## src/pmc_defines.svh

```systemverilog
// Constants of the power mode control block.
// Offsets, bit positions, reset values and timing figures.
// Assumes a 200 MHz clock and 5-bit register addresses.
`ifndef PMC_DEFINES_SVH
`define PMC_DEFINES_SVH

// Register offsets on the management interface
`define PMC_REG_BASIC_CONTROL 5'h00
`define PMC_REG_BASIC_STATUS 5'h01
`define PMC_REG_FE_CONTROL 5'h11
`define PMC_REG_EXPANDED_CONTROL 5'h18
`define PMC_REG_PHY_CONTROL_TWO 5'h1f

// Basic control fields
`define PMC_BC_SOFT_RESET 15
`define PMC_BC_LOOPBACK 14
`define PMC_BC_SPEED 13
`define PMC_BC_ANEG_EN 12
`define PMC_BC_POWER_DOWN 11
`define PMC_BC_ISOLATE 10
`define PMC_BC_RESTART_ANEG 9
`define PMC_BC_DUPLEX 8
`define PMC_BC_COL_TEST 7
// Other fields
`define PMC_BS_LINK_UP 2
`define PMC_FE_SLOW_OSC 5
`define PMC_EXP_EDPD_OFF 11
`define PMC_PC2_POWER_SAVE 10

// Reset values (strapped fields are loaded after reset release)
`define PMC_RST_BASIC 16'h0000
`define PMC_RST_FE 16'h0000
`define PMC_RST_EXPANDED 16'h0800
`define PMC_RST_PC2 16'h0000

// Management frame figures
`define PMC_PREAMBLE_BITS 6'd32
`define PMC_HDR_LAST 4'd12
`define PMC_DATA_LAST 4'd15
`define PMC_OP_READ 2'b10
`define PMC_OP_WRITE 2'b01

// Timing
`define PMC_CLK_MHZ 200
`define PMC_NLP_PERIOD_US 16
`define PMC_EDPD_PERIOD_US 1000
`define PMC_PULSE_WIDTH_NS 100

`endif

```

## src/pmc_pkg.sv

```systemverilog
// Types shared by the power mode control block and its management slave.
// Assumes pmc_defines.svh supplies the numeric constants.
package pmc_pkg;

   // Power state of the transceiver
   typedef enum logic [1:0] {
      PMC_MODE_NORMAL = 2'b00,
      PMC_MODE_SAVE = 2'b01,
      PMC_MODE_EDPD = 2'b10,
      PMC_MODE_DOWN = 2'b11
   } pmc_mode_e;

   // Management frame walker
   typedef enum logic [2:0] {
      PMC_MS_IDLE = 3'b000,
      PMC_MS_HDR = 3'b001,
      PMC_MS_TA = 3'b010,
      PMC_MS_RDATA = 3'b011,
      PMC_MS_WDATA = 3'b100
   } pmc_mstate_e;

endpackage : pmc_pkg

```

## src/pmc_mdio_slave.sv

```systemverilog
// Serial management slave walking read and write frames.
// Assumes a synchronous management clock far slower than clock_in,
// so each of its edges is a one-cycle event.
`timescale 1ns/1ps
`default_nettype none
`include "pmc_defines.svh"

module pmc_mdio_slave
   import pmc_pkg::*;
(
   // Clock and reset
   input wire logic clock_in,
   input wire logic rst_n_in,
   // Management pins
   input wire logic mdc_in,
   input wire logic mdio_in,
   output logic mdio_out,
   output logic mdio_oe_n_out,
   // Own address
   input wire logic [2:0] phy_addr_in,
   // Register side
   output logic [4:0] reg_addr_out,
   input wire logic [15:0] rd_data_in,
   output logic wr_out,
   output logic [15:0] wr_data_out
);

   pmc_mstate_e st_q;
   logic mdc_q;
   logic [5:0] ones_q;
   logic [3:0] cnt_q;
   logic [12:0] hdr_q;
   logic [15:0] sh_q;
   logic rd_q;
   logic hit_q;
   logic rise;
   logic fall;
   logic [12:0] hdr_w;

   assign rise = mdc_in & ~mdc_q;
   assign fall = ~mdc_in & mdc_q;
   assign hdr_w = {hdr_q[11:0], mdio_in};

   // Edge reference for the management clock
   always_ff @(posedge clock_in or negedge rst_n_in) begin
      if (!rst_n_in) begin
         mdc_q <= 1'b0;
      end else begin
         mdc_q <= mdc_in;
      end
   end

   // Frame walker, advanced on rising management clock edges
   always_ff @(posedge clock_in or negedge rst_n_in) begin
      if (!rst_n_in) begin
         st_q <= PMC_MS_IDLE;
         ones_q <= 6'h00;
         cnt_q <= 4'h0;
         hdr_q <= 13'h0000;
         sh_q <= 16'h0000;
         rd_q <= 1'b0;
         hit_q <= 1'b0;
         reg_addr_out <= 5'h00;
         wr_out <= 1'b0;
         wr_data_out <= 16'h0000;
      end else begin
         wr_out <= 1'b0;
         if (rise) begin
            case (st_q)
               PMC_MS_IDLE: begin
                  // Start of frame needs a full preamble of ones
                  if (mdio_in) begin
                     if (ones_q != `PMC_PREAMBLE_BITS) begin
                        ones_q <= ones_q + 6'h01;
                     end
                  end else begin
                     if (ones_q == `PMC_PREAMBLE_BITS) begin
                        st_q <= PMC_MS_HDR;
                     end
                     ones_q <= 6'h00;
                     cnt_q <= 4'h0;
                  end
               end
               PMC_MS_HDR: begin
                  hdr_q <= hdr_w;
                  cnt_q <= cnt_q + 4'h1;
                  if (cnt_q == `PMC_HDR_LAST) begin
                     // Layout: start bit, op[1:0], phy[4:0], reg[4:0]
                     reg_addr_out <= hdr_w[4:0];
                     rd_q <= hdr_w[11:10] == `PMC_OP_READ;
                     hit_q <= hdr_w[12] &&
                        (hdr_w[9:5] == {2'b00, phy_addr_in} ||
                         hdr_w[9:5] == 5'h00);
                     cnt_q <= 4'h0;
                     if (hdr_w[12] && (hdr_w[11:10] == `PMC_OP_READ ||
                         hdr_w[11:10] == `PMC_OP_WRITE)) begin
                        st_q <= PMC_MS_TA;
                     end else begin
                        st_q <= PMC_MS_IDLE;
                     end
                  end
               end
               PMC_MS_TA: begin
                  cnt_q <= cnt_q + 4'h1;
                  if (cnt_q == 4'h0) begin
                     sh_q <= rd_data_in;
                  end else begin
                     cnt_q <= 4'h0;
                     st_q <= rd_q ? PMC_MS_RDATA : PMC_MS_WDATA;
                  end
               end
               PMC_MS_RDATA: begin
                  cnt_q <= cnt_q + 4'h1;
                  if (cnt_q == `PMC_DATA_LAST) begin
                     st_q <= PMC_MS_IDLE;
                  end
               end
               PMC_MS_WDATA: begin
                  sh_q <= {sh_q[14:0], mdio_in};
                  cnt_q <= cnt_q + 4'h1;
                  if (cnt_q == `PMC_DATA_LAST) begin
                     wr_data_out <= {sh_q[14:0], mdio_in};
                     wr_out <= hit_q;
                     st_q <= PMC_MS_IDLE;
                  end
               end
               default: begin
                  st_q <= PMC_MS_IDLE;
               end
            endcase
         end
      end
   end

   // Read answer, changed on falling edges so it is stable at the rise.
   // Still answers in power down, since only this interface stays awake.
   always_ff @(posedge clock_in or negedge rst_n_in) begin
      if (!rst_n_in) begin
         mdio_out <= 1'b1;
         mdio_oe_n_out <= 1'b1;
      end else if (fall) begin
         if (hit_q && rd_q && st_q == PMC_MS_TA && cnt_q == 4'h1) begin
            mdio_out <= 1'b0;
            mdio_oe_n_out <= 1'b0;
         end else if (hit_q && st_q == PMC_MS_RDATA) begin
            mdio_out <= sh_q[`PMC_DATA_LAST - cnt_q];
            mdio_oe_n_out <= 1'b0;
         end else begin
            mdio_out <= 1'b1;
            mdio_oe_n_out <= 1'b1;
         end
      end
   end

endmodule : pmc_mdio_slave
`default_nettype wire

```

## src/pmc_power_ctrl.sv

```systemverilog
// Power mode control of a 10/100 transceiver.
// Control registers and the power state that they select.
// Assumes synchronous link and strap inputs.
// Assumes the analog blocks follow the enables.
`timescale 1ns/1ps
`default_nettype none
`include "pmc_defines.svh"

// Function
// RULE1 - Bit 10 of phy control two enables saving with aneg on and no link.
// RULE2 - Saving keeps only transmitter, energy detector and PLL powered.
// RULE3 - Saving is off after power-up until software sets it.
// RULE4 - Expanded control bit 11 at zero enables EDPD with aneg on, no link.
// RULE5 - EDPD keeps only transmitter and energy detector, the PLL stops.
// RULE6 - In EDPD link pulses go out at a longer interval.
// RULE7 - EDPD is off after power-up until software enables it.
// RULE8 - Writing one to bit 11 of basic control enters power down.
// RULE9 - Power down stops all but the management interface, which works.
// RULE10 - Power down ends when bit 11 of basic control returns to zero.
// RULE11 - Front-end bit 5 swaps the crystal reference for the slow clock.
// RULE12 - Slow oscillator plus power down is the lowest power state.
// RULE13 - Exit slow clock: clear bit 5, then power down, then reset bit.
// RULE14 - A reset write in power down only wakes; a second one resets.
// RULE15 - The software reset bit clears itself and reads back zero.
// RULE16 - Saving modes follow the link monitor, ending on link or aneg off.
module pmc_power_ctrl
   import pmc_pkg::*;
#(
   parameter int unsigned NLP_CYCLES = `PMC_NLP_PERIOD_US * `PMC_CLK_MHZ,
   parameter int unsigned EDPD_CYCLES = `PMC_EDPD_PERIOD_US * `PMC_CLK_MHZ
)
(
   // Clock and reset
   input wire logic clock_in,
   input wire logic rst_n_in,
   // Management pins
   input wire logic mdc_in,
   input wire logic mdio_in,
   output logic mdio_out,
   output logic mdio_oe_n_out,
   // Straps
   input wire logic [2:0] strap_phy_addr_in,
   input wire logic strap_speed_in,
   input wire logic strap_aneg_in,
   input wire logic strap_duplex_n_in,
   input wire logic strap_isolate_in,
   // Link monitor
   input wire logic link_up_in,
   // Block power enables
   output logic rx_blocks_on_out,
   output logic tx_on_out,
   output logic energy_detect_on_out,
   output logic pll_on_out,
   // Clock reference and state
   output logic slow_osc_sel_out,
   output logic lowest_power_out,
   output logic [1:0] power_mode_out,
   // Link pulses
   output logic link_pulse_out,
   // Control towards the rest of the transceiver
   output logic soft_reset_out,
   output logic restart_aneg_out,
   output logic loopback_out,
   output logic speed_100_out,
   output logic aneg_enable_out,
   output logic isolate_out,
   output logic full_duplex_out,
   output logic col_test_out
);

   localparam int unsigned PULSE_CYCLES =
      (`PMC_PULSE_WIDTH_NS * `PMC_CLK_MHZ + 999) / 1000;

   logic [4:0] reg_addr;
   logic wr;
   logic [15:0] wr_data;
   logic [15:0] rd_data;
   logic [15:0] basic_q;
   logic [15:0] fe_q;
   logic [15:0] exp_q;
   logic [15:0] pc2_q;
   logic strap_load_q;
   logic soft_rst_req;
   pmc_mode_e mode_q;
   pmc_mode_e mode_d;
   logic [31:0] nlp_cnt_q;
   logic [31:0] nlp_limit;
   logic [7:0] pw_cnt_q;
   logic no_link;

   // Management slave; it has no power gate of its own
   pmc_mdio_slave u_mdio ( // RULE9
      .clock_in(clock_in),
      .rst_n_in(rst_n_in),
      .mdc_in(mdc_in),
      .mdio_in(mdio_in),
      .mdio_out(mdio_out),
      .mdio_oe_n_out(mdio_oe_n_out),
      .phy_addr_in(strap_phy_addr_in),
      .reg_addr_out(reg_addr),
      .rd_data_in(rd_data),
      .wr_out(wr),
      .wr_data_out(wr_data)
   );

   // A reset write acts as a chip reset only outside power down
   assign soft_rst_req = wr && reg_addr == `PMC_REG_BASIC_CONTROL &&
      wr_data[`PMC_BC_SOFT_RESET] && !basic_q[`PMC_BC_POWER_DOWN]; // RULE14

   // Straps are caught after reset release and after each chip reset
   always_ff @(posedge clock_in or negedge rst_n_in) begin
      if (!rst_n_in) begin
         strap_load_q <= 1'b1;
      end else begin
         strap_load_q <= soft_rst_req; // RULE14
      end
   end

   // Basic control; the reset and restart bits are never stored
   always_ff @(posedge clock_in or negedge rst_n_in) begin
      if (!rst_n_in) begin
         basic_q <= `PMC_RST_BASIC;
      end else if (soft_rst_req) begin
         basic_q <= `PMC_RST_BASIC;
      end else if (strap_load_q) begin
         basic_q[`PMC_BC_SPEED] <= strap_speed_in;
         basic_q[`PMC_BC_ANEG_EN] <= strap_aneg_in;
         basic_q[`PMC_BC_DUPLEX] <= ~strap_duplex_n_in;
         basic_q[`PMC_BC_ISOLATE] <= strap_isolate_in;
      end else if (wr && reg_addr == `PMC_REG_BASIC_CONTROL) begin
         basic_q <= wr_data;
         basic_q[`PMC_BC_SOFT_RESET] <= 1'b0; // RULE15
         basic_q[`PMC_BC_RESTART_ANEG] <= 1'b0;
         if (wr_data[`PMC_BC_SOFT_RESET]) begin
            // First reset write in power down only wakes the chip
            basic_q[`PMC_BC_POWER_DOWN] <= 1'b0; // RULE14
         end
      end
   end

   // Front-end control, slow oscillator select
   always_ff @(posedge clock_in or negedge rst_n_in) begin
      if (!rst_n_in) begin
         fe_q <= `PMC_RST_FE;
      end else if (soft_rst_req) begin
         fe_q <= `PMC_RST_FE;
      end else if (wr && reg_addr == `PMC_REG_FE_CONTROL) begin
         fe_q <= wr_data; // RULE11
      end
   end

   // Expanded control; energy-detect power down starts disabled
   always_ff @(posedge clock_in or negedge rst_n_in) begin
      if (!rst_n_in) begin
         exp_q <= `PMC_RST_EXPANDED; // RULE7
      end else if (soft_rst_req) begin
         exp_q <= `PMC_RST_EXPANDED;
      end else if (wr && reg_addr == `PMC_REG_EXPANDED_CONTROL) begin
         exp_q <= wr_data; // RULE4
      end
   end

   // Phy control two; power saving starts disabled
   always_ff @(posedge clock_in or negedge rst_n_in) begin
      if (!rst_n_in) begin
         pc2_q <= `PMC_RST_PC2; // RULE3
      end else if (soft_rst_req) begin
         pc2_q <= `PMC_RST_PC2;
      end else if (wr && reg_addr == `PMC_REG_PHY_CONTROL_TWO) begin
         pc2_q <= wr_data; // RULE1
      end
   end

   // Read mux; unmapped offsets read as zero
   always_comb begin
      case (reg_addr)
         `PMC_REG_BASIC_CONTROL: rd_data = basic_q; // RULE15
         `PMC_REG_BASIC_STATUS: begin
            rd_data = 16'h0000;
            rd_data[`PMC_BS_LINK_UP] = link_up_in;
         end
         `PMC_REG_FE_CONTROL: rd_data = fe_q;
         `PMC_REG_EXPANDED_CONTROL: rd_data = exp_q;
         `PMC_REG_PHY_CONTROL_TWO: rd_data = pc2_q;
         default: rd_data = 16'h0000;
      endcase
   end

   // Power state choice; energy detect wins since it saves more
   assign no_link = basic_q[`PMC_BC_ANEG_EN] && !link_up_in; // RULE16
   always_comb begin
      if (basic_q[`PMC_BC_POWER_DOWN]) begin
         mode_d = PMC_MODE_DOWN; // RULE8 RULE10
      end else if (no_link && !exp_q[`PMC_EXP_EDPD_OFF]) begin
         mode_d = PMC_MODE_EDPD; // RULE4
      end else if (no_link && pc2_q[`PMC_PC2_POWER_SAVE]) begin
         mode_d = PMC_MODE_SAVE; // RULE1
      end else begin
         mode_d = PMC_MODE_NORMAL; // RULE16
      end
   end

   // Mode register
   always_ff @(posedge clock_in or negedge rst_n_in) begin
      if (!rst_n_in) begin
         mode_q <= PMC_MODE_NORMAL;
      end else begin
         mode_q <= mode_d;
      end
   end

   // Block enables decoded from the registered mode
   always_comb begin
      case (mode_q)
         PMC_MODE_NORMAL: begin
            rx_blocks_on_out = 1'b1;
            tx_on_out = 1'b1;
            energy_detect_on_out = 1'b1;
            pll_on_out = 1'b1;
         end
         PMC_MODE_SAVE: begin
            rx_blocks_on_out = 1'b0; // RULE2
            tx_on_out = 1'b1;
            energy_detect_on_out = 1'b1;
            pll_on_out = 1'b1;
         end
         PMC_MODE_EDPD: begin
            rx_blocks_on_out = 1'b0; // RULE5
            tx_on_out = 1'b1;
            energy_detect_on_out = 1'b1;
            pll_on_out = 1'b0;
         end
         default: begin
            rx_blocks_on_out = 1'b0; // RULE9
            tx_on_out = 1'b0;
            energy_detect_on_out = 1'b0;
            pll_on_out = 1'b0;
         end
      endcase
   end

   assign power_mode_out = mode_q;
   assign slow_osc_sel_out = fe_q[`PMC_FE_SLOW_OSC]; // RULE11
   assign lowest_power_out = slow_osc_sel_out &&
      mode_q == PMC_MODE_DOWN; // RULE12

   // Link pulse interval; stretched while in energy-detect power down
   assign nlp_limit = (mode_q == PMC_MODE_EDPD) ?
      EDPD_CYCLES - 32'd1 : NLP_CYCLES - 32'd1; // RULE6

   // Pulse timer runs only while searching for a partner
   always_ff @(posedge clock_in or negedge rst_n_in) begin
      if (!rst_n_in) begin
         nlp_cnt_q <= 32'h0000_0000;
         pw_cnt_q <= 8'h00;
         link_pulse_out <= 1'b0;
      end else if (mode_q == PMC_MODE_DOWN || link_up_in) begin
         nlp_cnt_q <= 32'h0000_0000;
         pw_cnt_q <= 8'h00;
         link_pulse_out <= 1'b0;
      end else begin
         // A shorter limit after leaving EDPD restarts the count at once
         if (nlp_cnt_q >= nlp_limit) begin
            nlp_cnt_q <= 32'h0000_0000;
            pw_cnt_q <= PULSE_CYCLES[7:0];
            link_pulse_out <= 1'b1; // RULE6
         end else begin
            nlp_cnt_q <= nlp_cnt_q + 32'd1;
            if (pw_cnt_q > 8'h01) begin
               pw_cnt_q <= pw_cnt_q - 8'h01;
            end else begin
               pw_cnt_q <= 8'h00;
               link_pulse_out <= 1'b0;
            end
         end
      end
   end

   // One-cycle control pulses
   always_ff @(posedge clock_in or negedge rst_n_in) begin
      if (!rst_n_in) begin
         soft_reset_out <= 1'b0;
         restart_aneg_out <= 1'b0;
      end else begin
         soft_reset_out <= soft_rst_req; // RULE13 RULE14
         restart_aneg_out <= wr && !soft_rst_req &&
            reg_addr == `PMC_REG_BASIC_CONTROL &&
            wr_data[`PMC_BC_RESTART_ANEG];
      end
   end

   // Level controls straight from basic control
   assign loopback_out = basic_q[`PMC_BC_LOOPBACK];
   assign speed_100_out = basic_q[`PMC_BC_SPEED];
   assign aneg_enable_out = basic_q[`PMC_BC_ANEG_EN];
   assign isolate_out = basic_q[`PMC_BC_ISOLATE];
   assign full_duplex_out = basic_q[`PMC_BC_DUPLEX];
   assign col_test_out = basic_q[`PMC_BC_COL_TEST];

endmodule : pmc_power_ctrl
`default_nettype wire

```

## config.mk

```make
export PLATFORM = sky130hd
export DESIGN_NAME = pmc_power_ctrl
export DESIGN_NICKNAME = d
export VERILOG_FILES = /design/src/pmc_pkg.sv /design/src/pmc_mdio_slave.sv /design/src/pmc_power_ctrl.sv
export VERILOG_INCLUDE_DIRS = /design/src /design/src/src
export SDC_FILE = /design/constraint.sdc
export NUM_CORES = 1
export LEC_CHECK = 0
export BUFFER_PORTS_ARGS = -buffer_cell sky130_fd_sc_hd__clkbuf_2
export CORE_MARGIN = 4
export CORE_UTILIZATION = 25
export DETAILED_ROUTE_END_ITERATION = 7
export GPL_TIMING_DRIVEN = 0
export PLACE_DENSITY_LB_ADDON = 0.2
export SETUP_SLACK_MARGIN = 0.05
export SLEW_MARGIN = 20
export SYNTH_ARGS = -nofsm -noshare
export SYNTH_HDL_FRONTEND = slang
export SYNTH_SLANG_ARGS = --single-unit
```

## constraint.sdc

```tcl
create_clock -name clock_in -period 4.8 [get_ports clock_in]
set_input_delay 0.24 -clock clock_in [delete_from_list [all_inputs] [get_ports clock_in]]
set_output_delay 0.24 -clock clock_in [all_outputs]
set_load 0.1 [all_outputs]
```

After elaboration in Yosys (flattened, before gate mapping)
Index checks and enable logic that the tools add are counted.

operators by class
  bitwise operators = 5
  add/subtract/negate cells = 5
  divide/modulo/power cells = 0
  reductions and logical operators = 49
  equal/unequal tests = 28
  magnitude comparators = 3
  shifts and indexed selects = 0
  mux-type cells = 57
  multipliers = 0

operators with widths
  operator                                                                 count
  16-bit two-way mux                                                       9
  16-bit case mux with 5 select lines                                      1
  32-bit two-way mux                                                       2
  32-bit by 1-bit adder with 32-bit output, second input constant          1
  32-bit by 18-bit >= comparator with 1-bit output                         1
  8-bit two-way mux                                                        4
  16-bit case mux with 2 select lines                                      1
  1-bit two-way mux                                                        20
  1-bit logical AND                                                        19
  18-bit two-way mux                                                       1
  3-bit two-way mux                                                        6
  4-bit case mux with 4 select lines                                       1
  5-bit equality test, second input constant                               3
  3-bit AND reduction                                                      5
  4-bit two-way mux                                                        3
  6-bit two-way mux                                                        2
  2-bit by 1-bit inequality test with 1-bit output, second input constant  6
  3-bit case mux with 4 select lines                                       1
  5-bit zero test                                                          2
  2-bit two-way mux                                                        5
  2-bit nonzero test                                                       5
  4-bit equality test, second input constant                               2
  8-bit by 1-bit > comparator with 1-bit output, second input constant     1
  8-bit by 1-bit subtractor with 8-bit output, second input constant       1
  30 further kinds                                                         45

storage, ports and cells
  bits of input ports = 12
  memories = 0
  latch bits = 0
  ROM bits = 0
  RAM bits = 0
  bits in registers = 178

Logic depth before layout (Yosys ltp)
Gate-level depths: netlist of the first run.

  depth in word-level cells = 8
  gate-level depth with buffers = 9
  gate-level depth less buffers = 8

Cells and area by module
From an unflattened synthesis of the first run, not the netlist that was laid out.

second synthesis, totals
  cells, all modules = 820
  area total of the unflattened synthesis = 8410.6 um^2

by module, submodules not included
  module          instances  cells each  sequential area each (um^2)  area an instance (um^2)
  pmc_power_ctrl  1          517         2705.1                       5024.8
  pmc_mdio_slave  1          303         1704.1                       3385.7

Worst setup path after synthesis of the first run
No wires, ideal clock.

  kind = register to register
  start point = reg mode_q[1], in the netlist power_mode_out[1]
  end point = reg nlp_cnt_q[10]
  library setup time = 132 ps
  slack = 1751 ps
  data arrival time = 2917 ps
  required time = 4668 ps
  cell stages (with the launch flop) = 7
  path through = dfrtp_1 nand2_1 nand2_1 nor3_1 nand2_1 clkbuf_1 nor2_1

on the way
  cells in the longest elaborated chain, start to end = 5
  elaborated cells on any way between the ends = 7
  classes of those cells = 1 x order compare; 2 x eq/ne; 3 x mux; 1 x reduce/logical

ends and longest elaborated chain
  what                                              line                   source
  from (decl)                                       pmc_power_ctrl.sv:84   pmc_mode_e mode_q;
  from (signal assigned)                            pmc_power_ctrl.sv:208  mode_q <= mode_d;
  2-bit equality test                               pmc_power_ctrl.sv:248  assign nlp_limit = (mode_q == PMC_MODE_EDPD) ?
  18-bit two-way mux                                pmc_power_ctrl.sv:248
  32-bit by 18-bit >= comparator with 1-bit output  pmc_power_ctrl.sv:263  if (nlp_cnt_q >= nlp_limit) begin
  32-bit two-way mux                                pmc_power_ctrl.sv:263
  32-bit two-way mux (*)                            pmc_power_ctrl.sv:257  end else if (mode_q == PMC_MODE_DOWN || link_up_in) begin
  to (signal assigned)                              pmc_power_ctrl.sv:268  nlp_cnt_q <= nlp_cnt_q + 32'd1;
  to (decl)                                         pmc_power_ctrl.sv:86   logic [31:0] nlp_cnt_q;

Mark *: on every way between the ends. The rest lies on a longest branch, timed or not.
A chain may end at the register's enable or synchronous reset.

Worst setup path in the final report of the first run
  start point = reg mode_q[0], in the netlist power_mode_out[0]
  end point = reg nlp_cnt_q[13]

Same word-level chain as after synthesis.

==> results.py, run 1 <==
metrics = {
    "power_and_ir_drop": {
        "fin_total_pwr_mw": 3.96,
        "power_density_nw_per_um2": 408,
        "p_leak_nw": 4.15,
        "peakVddDrop_mv": 0.240,
    },
    "cts": {
        "cts_buffer_depth": 2,
        "ctsRootBufferMaster": "clkbuf_16",
        "cts_buffers": 17,
        "clkSinkCount": 176,
        "cts_resized": 0,
        "path_clk_slew_ns": 0.07,
        "cts_tree": "done",
        "htree_levels": 4,
        "clock_latency_ns": 0.44,
    },
    "placed_design": {
        "numPortBuffers": 30,
        "dpl_cell_area_um2": 9070,
        "dp.cells": 1313,
        "dpl.hpwl_um": 14400,
        "gp_congestion": 0.762,
    },
    "yosys": {
        "synth_area_leaders": "dfrtp_1 (52%), nand2_1 (7.2%), mux2_2 (4.2%)",
        "syn_area_um2": 8260,
        "synth_commonest_cells": "dfrtp_1 (172), nand2_1 (158), a21oi_1 (66)",
        "synth_top_area_share_pct": 52.1,
        "ys_seq_area_share_pct": 53.4,
        "syn_inst": 827,
        "synth_edf_count": 0,
        "ys_seq_elements": 176,
        "synth_warnings": 0,
        "yosys.area.top_type": "dfrtp_1",
        "synth_area_per_cell_um2": 9.99,
        "ys_types": 64,
        "async_flop_share_pct": 100,
        "synth_most_common_cell": "dfrtp_1",
        "synth_ff_type": "dfrtp_1",
    },
    "timing": {
        "skew_ns": 0.0157,
        "min_period_ns": 2.55,
        "timing.fmax_ghz": 0.393,
        "relSlewSlack_pct": 53.6,
        "maxSlewViolCount": 0,
        "worst_pin_slew_ns": 0.692,
        "final-hold-violation-count": 0,
        "rsz0062_at_grt": "no",
        "hold_ws_ns": 0.0875,
        "finalSetupViolations": 0,
        "finalCritPeriodShare_pct": 53.0,
    },
    "min_path": {
        "holdCritPathClass": "in2reg",
    },
    "finish": {
        "instances_no_fill": 1347,
        "fin_area_um2": 9690,
        "fill_cells": 3446,
        "final_util_pct": 29.8,
        "syn2layout_area_growth_pct": 17.3,
        "drive_above_1_share_pct": 14.9,
        "fin_nets": 917,
        "diodes": 0,
    },
    "drt": {
        "post_drt_wl_per_cell_um": 15.1,
        "vias_per_cell": 4.53,
        "drc": 0,
        "drt_iter0_markers": 348,
        "drtAntennaViolNets": 0,
        "routed_wirelength_um": 20400,
        "drtPass1Iterations": 4,
        "route.vias.total": 6106,
    },
    "setup_path": {
        "required_ns": 5.10,
        "path_max_fanout": 10,
        "cp-start-kind": "flop",
        "crit_type": "reg2reg",
        "cp_data_arrival_time_ns": 2.84,
        "end_kind": "flop",
    },
    "die": {
        "coreArea_um2": 32500,
        "die_area_um2": 36000,
        "die_x_um": 190,
        "die_y_um": 190,
        "io_pins": 31,
        "rows": 66,
        "initial_core_util_pct": 25.4,
    },
    "global_route": {
        "grt_max_degree": 70,
        "grt_overflow": 0,
        "grt_pass1_vias": 6163,
        "antenna_found_initial": 0,
        "grt_util_all_layers_pct": 11.7,
        "grt_pass1_wl_um": 34000,
    },
    "status": {
        "status": "complete, no violations",
    },
    "flow_run": {
        "max_cap_violations": 0,
    },
}
==> per-layer routing <==
| metal | routed length, µm | GRT usage, % | share of wire, % | up-vias |
|---|---|---|---|---|
| li1 | - | - | - | 3021 |
| met1 | 10400 | 17.0 | 51 | 3006 |
| met2 | 9240 | 18.0 | 45 | 56 |
| met3 | 497 | 2.35 | 2.4 | 23 |
| met4 | 277 | 3.06 | 1.4 | 0 |
| met5 | 0 | 0 | 0 | - |
==> worst paths after layout <==
kind | startpoint | to | slack [ns] | cells after the start
max in group asynchronous | rst_n_in | u_mdio.mdio_oe_n_out | 3.66 | 3
worst min register to register | u_mdio.mdio_oe_n_out | u_mdio.mdio_oe_n_out | 0.46 | 2
worst max-delay path | power_mode_out[0] | nlp_cnt_q[13] | 2.25 | 8
min in group asynchronous | rst_n_in | nlp_cnt_q[8] | 0.36 | 2
worst max register to register | power_mode_out[0] | nlp_cnt_q[13] | 2.25 | 8
worst min-delay path | strap_duplex_n_in | basic_q[8] | 0.09 | 4
==> per-stage QoR <==
step | setup WS (ns) | setup TNS (ns)
final | 2.25 | 0
after global routing | 1.98 | 0
after CTS | 2.14 | 0
after detailed placement | 2.17 | 0
after global placement | -0.147 | -22.59
after floorplan | 1.75 | 0
==> worst max-delay path, cell delays in order (launching register included) <==
cell	delay, ns
dfrtp_1	0.41
nand2b_1	0.27
ha_1	0.35
nand4_1	0.09
nor4_1	0.32
o311ai_1	0.21
nand2_1	0.22
clkbuf_1	0.42
nor2_1	0.11
==> where the power goes <==
group	switching [mW]	internal, mW	leakage, nW	total (mW)
combinational	0.448	0.305	1.56	0.754
clock	0.668	0.741	0.288	1.41
sequential	0.164	1.63	2.31	1.80
total	1.28	2.68	4.15	3.96
==> placed cells by master (no fill, tap or decap), types with 5 or more instances in the layout <==
cell type  count
nor4_1        10
nand2_1      158
inv_1         19
clkbuf_2      29
o21ai_0       40
a31oi_1       20
mux2_2        31
dfrtp_1      172
nand4_1        8
xnor2_1       11
ha_1          13
mux2i_1        6
clkbuf_16     17
and2_1         7
or3_1          5
buf_4          5
a21oi_1       66
conb_1        13
nor2_1        52
a22o_1        37
nand3_1       19
nor3_1        11
nand2b_1       7
o21ai_1        7
buf_2         14
xor2_1         9
clkbuf_1      23
==> logic make-up (layout without fill, tap and decap cells) <==
group / after synthesis / after routing / synth area share (%)
other: 1 / 13 / 0.0454
AO/OA/AOI/OAI: 199 / 199 / 15.1
buffers and inverters: 65 / 131 / 3.58
adder cells (fa/ha/maj): 13 / 13 / 1.97
multiplexers: 40 / 40 / 5.77
XOR/XNOR: 20 / 20 / 2.12
flip-flops: 176 / 176 / 53.4
AND/OR/NAND/NOR: 313 / 313 / 18.0
==> what timing repair did <==
item,in CTS,in global routing
hold buffers,2,0
buffers inserted,0,0
endpoints found under the hold margin,66,0
==> layout make-up <==
class / count / area [µm²] / share of cell area, %
Clock buffer: 17 / 425 / 4.39
Timing Repair Buffer: 34 / 234 / 2.41
Clock inverter: 15 / 175 / 1.81
Buffer: 46 / 224 / 2.31
Inverter: 19 / 71.3 / 0.736
Tap cell: 442 / 553 / 5.71
Multi-Input combinational cell: 598 / 3600 / 37.1
Sequential cell: 176 / 4410 / 45.5
==> flip-flops by register name, indices dropped and copies added (netlist names), 2 cells and up <==
signal               flops
basic_q                 14
exp_q                   16
fe_q                    16
nlp_cnt_q               32
pc2_q                   16
power_mode_out           2
pw_cnt_q                 8
u_mdio.cnt_q             4
u_mdio.hdr_q            12
u_mdio.ones_q            6
u_mdio.reg_addr_out      5
u_mdio.sh_q             16
u_mdio.st_q              3
u_mdio.wr_data_out      16
No activity file was read; power rests on OpenSTA's default activity.
==> run 2, diff against run 1 <==
==> constraint.sdc (replaced) <==
create_clock -name clock_in -period 2.5 [get_ports clock_in]
set_input_delay 0.125 -clock clock_in [delete_from_list [all_inputs] [get_ports clock_in]]
set_output_delay 0.125 -clock clock_in [all_outputs]
set_load 0.1 [all_outputs]
==> run 2 against run 1 <==
Against the previous run:
- combinational power rose by 100%
- critical endpoint is now fe_q[11]
- cell count rose by 0.22%
- critical path type unchanged
- highest routed layer unchanged
- total power rose by 91%
- routed wire length rose by 5.0%
==> results.py, run 2 (synthesis results as in run 1) <==
metrics = {
    "status": {
        "status": "complete, no violations",
    },
    "finish": {
        "fill_cells": 3432,
        "fin_area_um2": 9770,
        "mostFrequentLayoutCell": "dfrtp_1",
        "syn2layout_area_growth_pct": 18.3,
        "mostFrequentLayoutCells": "dfrtp_1 (170), nand2_1 (156), a21oi_1 (65)",
        "instances_no_fill": 1350,
        "regMostFlops": "nlp_cnt_q",
        "largest_register_ffs": 32,
        "diodes": 0,
        "fin_nets": 920,
        "drive_above_1_share_pct": 16.7,
    },
    "global_route": {
        "grt_max_degree": 61,
        "grt_util_all_layers_pct": 12.2,
        "antenna_found_initial": 0,
        "grt_overflow": 0,
        "grt_pass1_vias": 6206,
        "grt_pass1_wl_um": 35100,
    },
    "cts": {
        "cts_buffers": 17,
        "clock_latency_ns": 0.43,
        "path_clk_slew_ns": 0.08,
        "clkSinkCount": 176,
        "htree_levels": 4,
        "cts_buffer_depth": 2,
        "cts_tree": "done",
        "ctsRootBufferMaster": "clkbuf_16",
        "cts_setup_buffers": 0,
    },
    "min_path": {
        "min_from": "strap_phy_addr_in[0]",
        "holdCritPathClass": "in2reg",
    },
    "setup_path": {
        "path_delay_family": "simple AND/OR/NAND/NOR gates",
        "crit_type": "reg2reg",
        "cpPeakStageDelay_ns": 0.45,
        "required_ns": 2.81,
        "path_max_fanout": 10,
        "critPathBufInv": 1,
        "timing.rr.start": "u_mdio.reg_addr_out[1]",
        "slowest_stage": "or3b_4",
        "crit_start": "u_mdio.reg_addr_out[1]",
        "cp_data_arrival_time_ns": 2.59,
        "cp-start-kind": "flop",
        "end_kind": "flop",
        "crit_chain": "or3b_4 -> nor3b_4 -> nand2_1 -> clkbuf_1 -> nand2_1 -> a21oi_1",
        "path_common_cell": "nand2_1",
    },
    "die": {
        "coreArea_um2": 32500,
        "die_x_um": 190,
        "die_y_um": 190,
        "rows": 66,
        "die_area_um2": 36000,
        "initial_core_util_pct": 25.4,
        "io_pins": 31,
    },
    "power_and_ir_drop": {
        "pwr-share-clk_pct": 34.5,
        "power_density_nw_per_um2": 775,
        "power_frac_comb_pct": 20.0,
        "power.share.sequential_pct": 45.5,
        "p_sw_share_pct": 32.6,
        "peakVddDrop_mv": 0.424,
        "internal-power_mw": 5.10,
        "p_leak_nw": 4.18,
        "p_switching_mw": 2.47,
    },
    "placed_design": {
        "gp_congestion": 0.744,
        "preCtsSetupSlack_ns": -0.0934,
        "dpl_cell_area_um2": 9080,
        "dp.cells": 1313,
        "numPortBuffers": 30,
        "dpl.hpwl_um": 14700,
    },
    "timing": {
        "finalCritPeriodShare_pct": 91.1,
        "skew_ns": 0.0133,
        "relSlewSlack_pct": 54.4,
        "timing.fmax_ghz": 0.439,
        "setup_ws_ns": 0.223,
        "finalSetupViolations": 0,
        "maxSlewViolCount": 0,
        "worst_pin_slew_ns": 0.679,
        "final-hold-violation-count": 0,
        "hold_ws_ns": 0.135,
        "min_period_ns": 2.28,
        "rsz0062_at_grt": "no",
    },
    "drt": {
        "routed_wirelength_um": 21400,
        "vias_per_cell": 4.58,
        "drt_iter0_markers": 440,
        "drc": 0,
        "post_drt_wl_per_cell_um": 15.9,
        "drtPass1Iterations": 4,
        "route.vias.total": 6185,
        "drtAntennaViolNets": 0,
    },
    "flow_run": {
        "max_cap_violations": 0,
    },
}
==> run 2: power by group through the flow <==
stage          Sequential [mW]  Clock [mW]  Combinational, mW
4_1_cts                   3.45        2.71               1.52
3_5_place_dp              3.51           0               1.50
2_1_floorplan             3.42           0               1.06
5_1_grt                   3.49        2.82               1.70
3_3_place_gp              3.51           0               1.48
6_report                  3.44        2.62               1.51
==> run 2: cell type report <==
cell class                 instances  area (µm²)  area share [%]
inverter                          19        71.3           0.730
clock inverter                    13         118            1.20
clock buffer                      19         453            4.64
buffer                            45         229            2.34
tap                              442         553            5.66
sequential                       176        4410            45.2
multi-input combinational        598        3660            37.5
timing repair buffer              38         274            2.80
==> run 2: metal layers <==
layer,GRT usage (%),wire length [µm]
met3,2.57,644
met1,17.2,10500
met5,0,0
met4,2.84,197
met2,19.5,10100
==> run 2: through the flow <==
step                      utilization [%]  TNS, ns  power (mW)
after CTS                            29.9        0        7.68
after floorplan                         -        0        4.48
after global routing                 30.0        0        8.02
after detailed placement             27.9   -0.904        5.01
after global placement               27.7  -408.86        4.99
final                                30.0        0        7.57
==> run 2: timing repair <==
item | CTS | global route
endpoints found under the hold margin | 62 | 0
resized for setup | 4 | 19
endpoints found under the setup margin | 26 | 52
cloned | 0 | 0
hold buffers | 6 | 0
pin swaps | 0 | 2
==> run 2: worst register-to-register path, delay by kind of cell (launching register included) <==
kind                   cells  cell delay [ns]
AND/OR/NAND/NOR            4             1.27
flip-flops                 1             0.44
buffers and inverters      1             0.36
AO/OA/AOI/OAI              1             0.08
==> run 2: path summary, 6_finish.rpt <==
path	endpoint	cells past startpoint	slack (ns)
min in group asynchronous	u_mdio.ones_q[2]	2	0.25
worst min register to register	u_mdio.mdio_oe_n_out	2	0.46
max in group asynchronous	strap_load_q	3	1.50
worst max-delay path	fe_q[11]	6	0.22
worst min-delay path	u_mdio.hit_q	4	0.14
worst max register to register	fe_q[11]	6	0.22
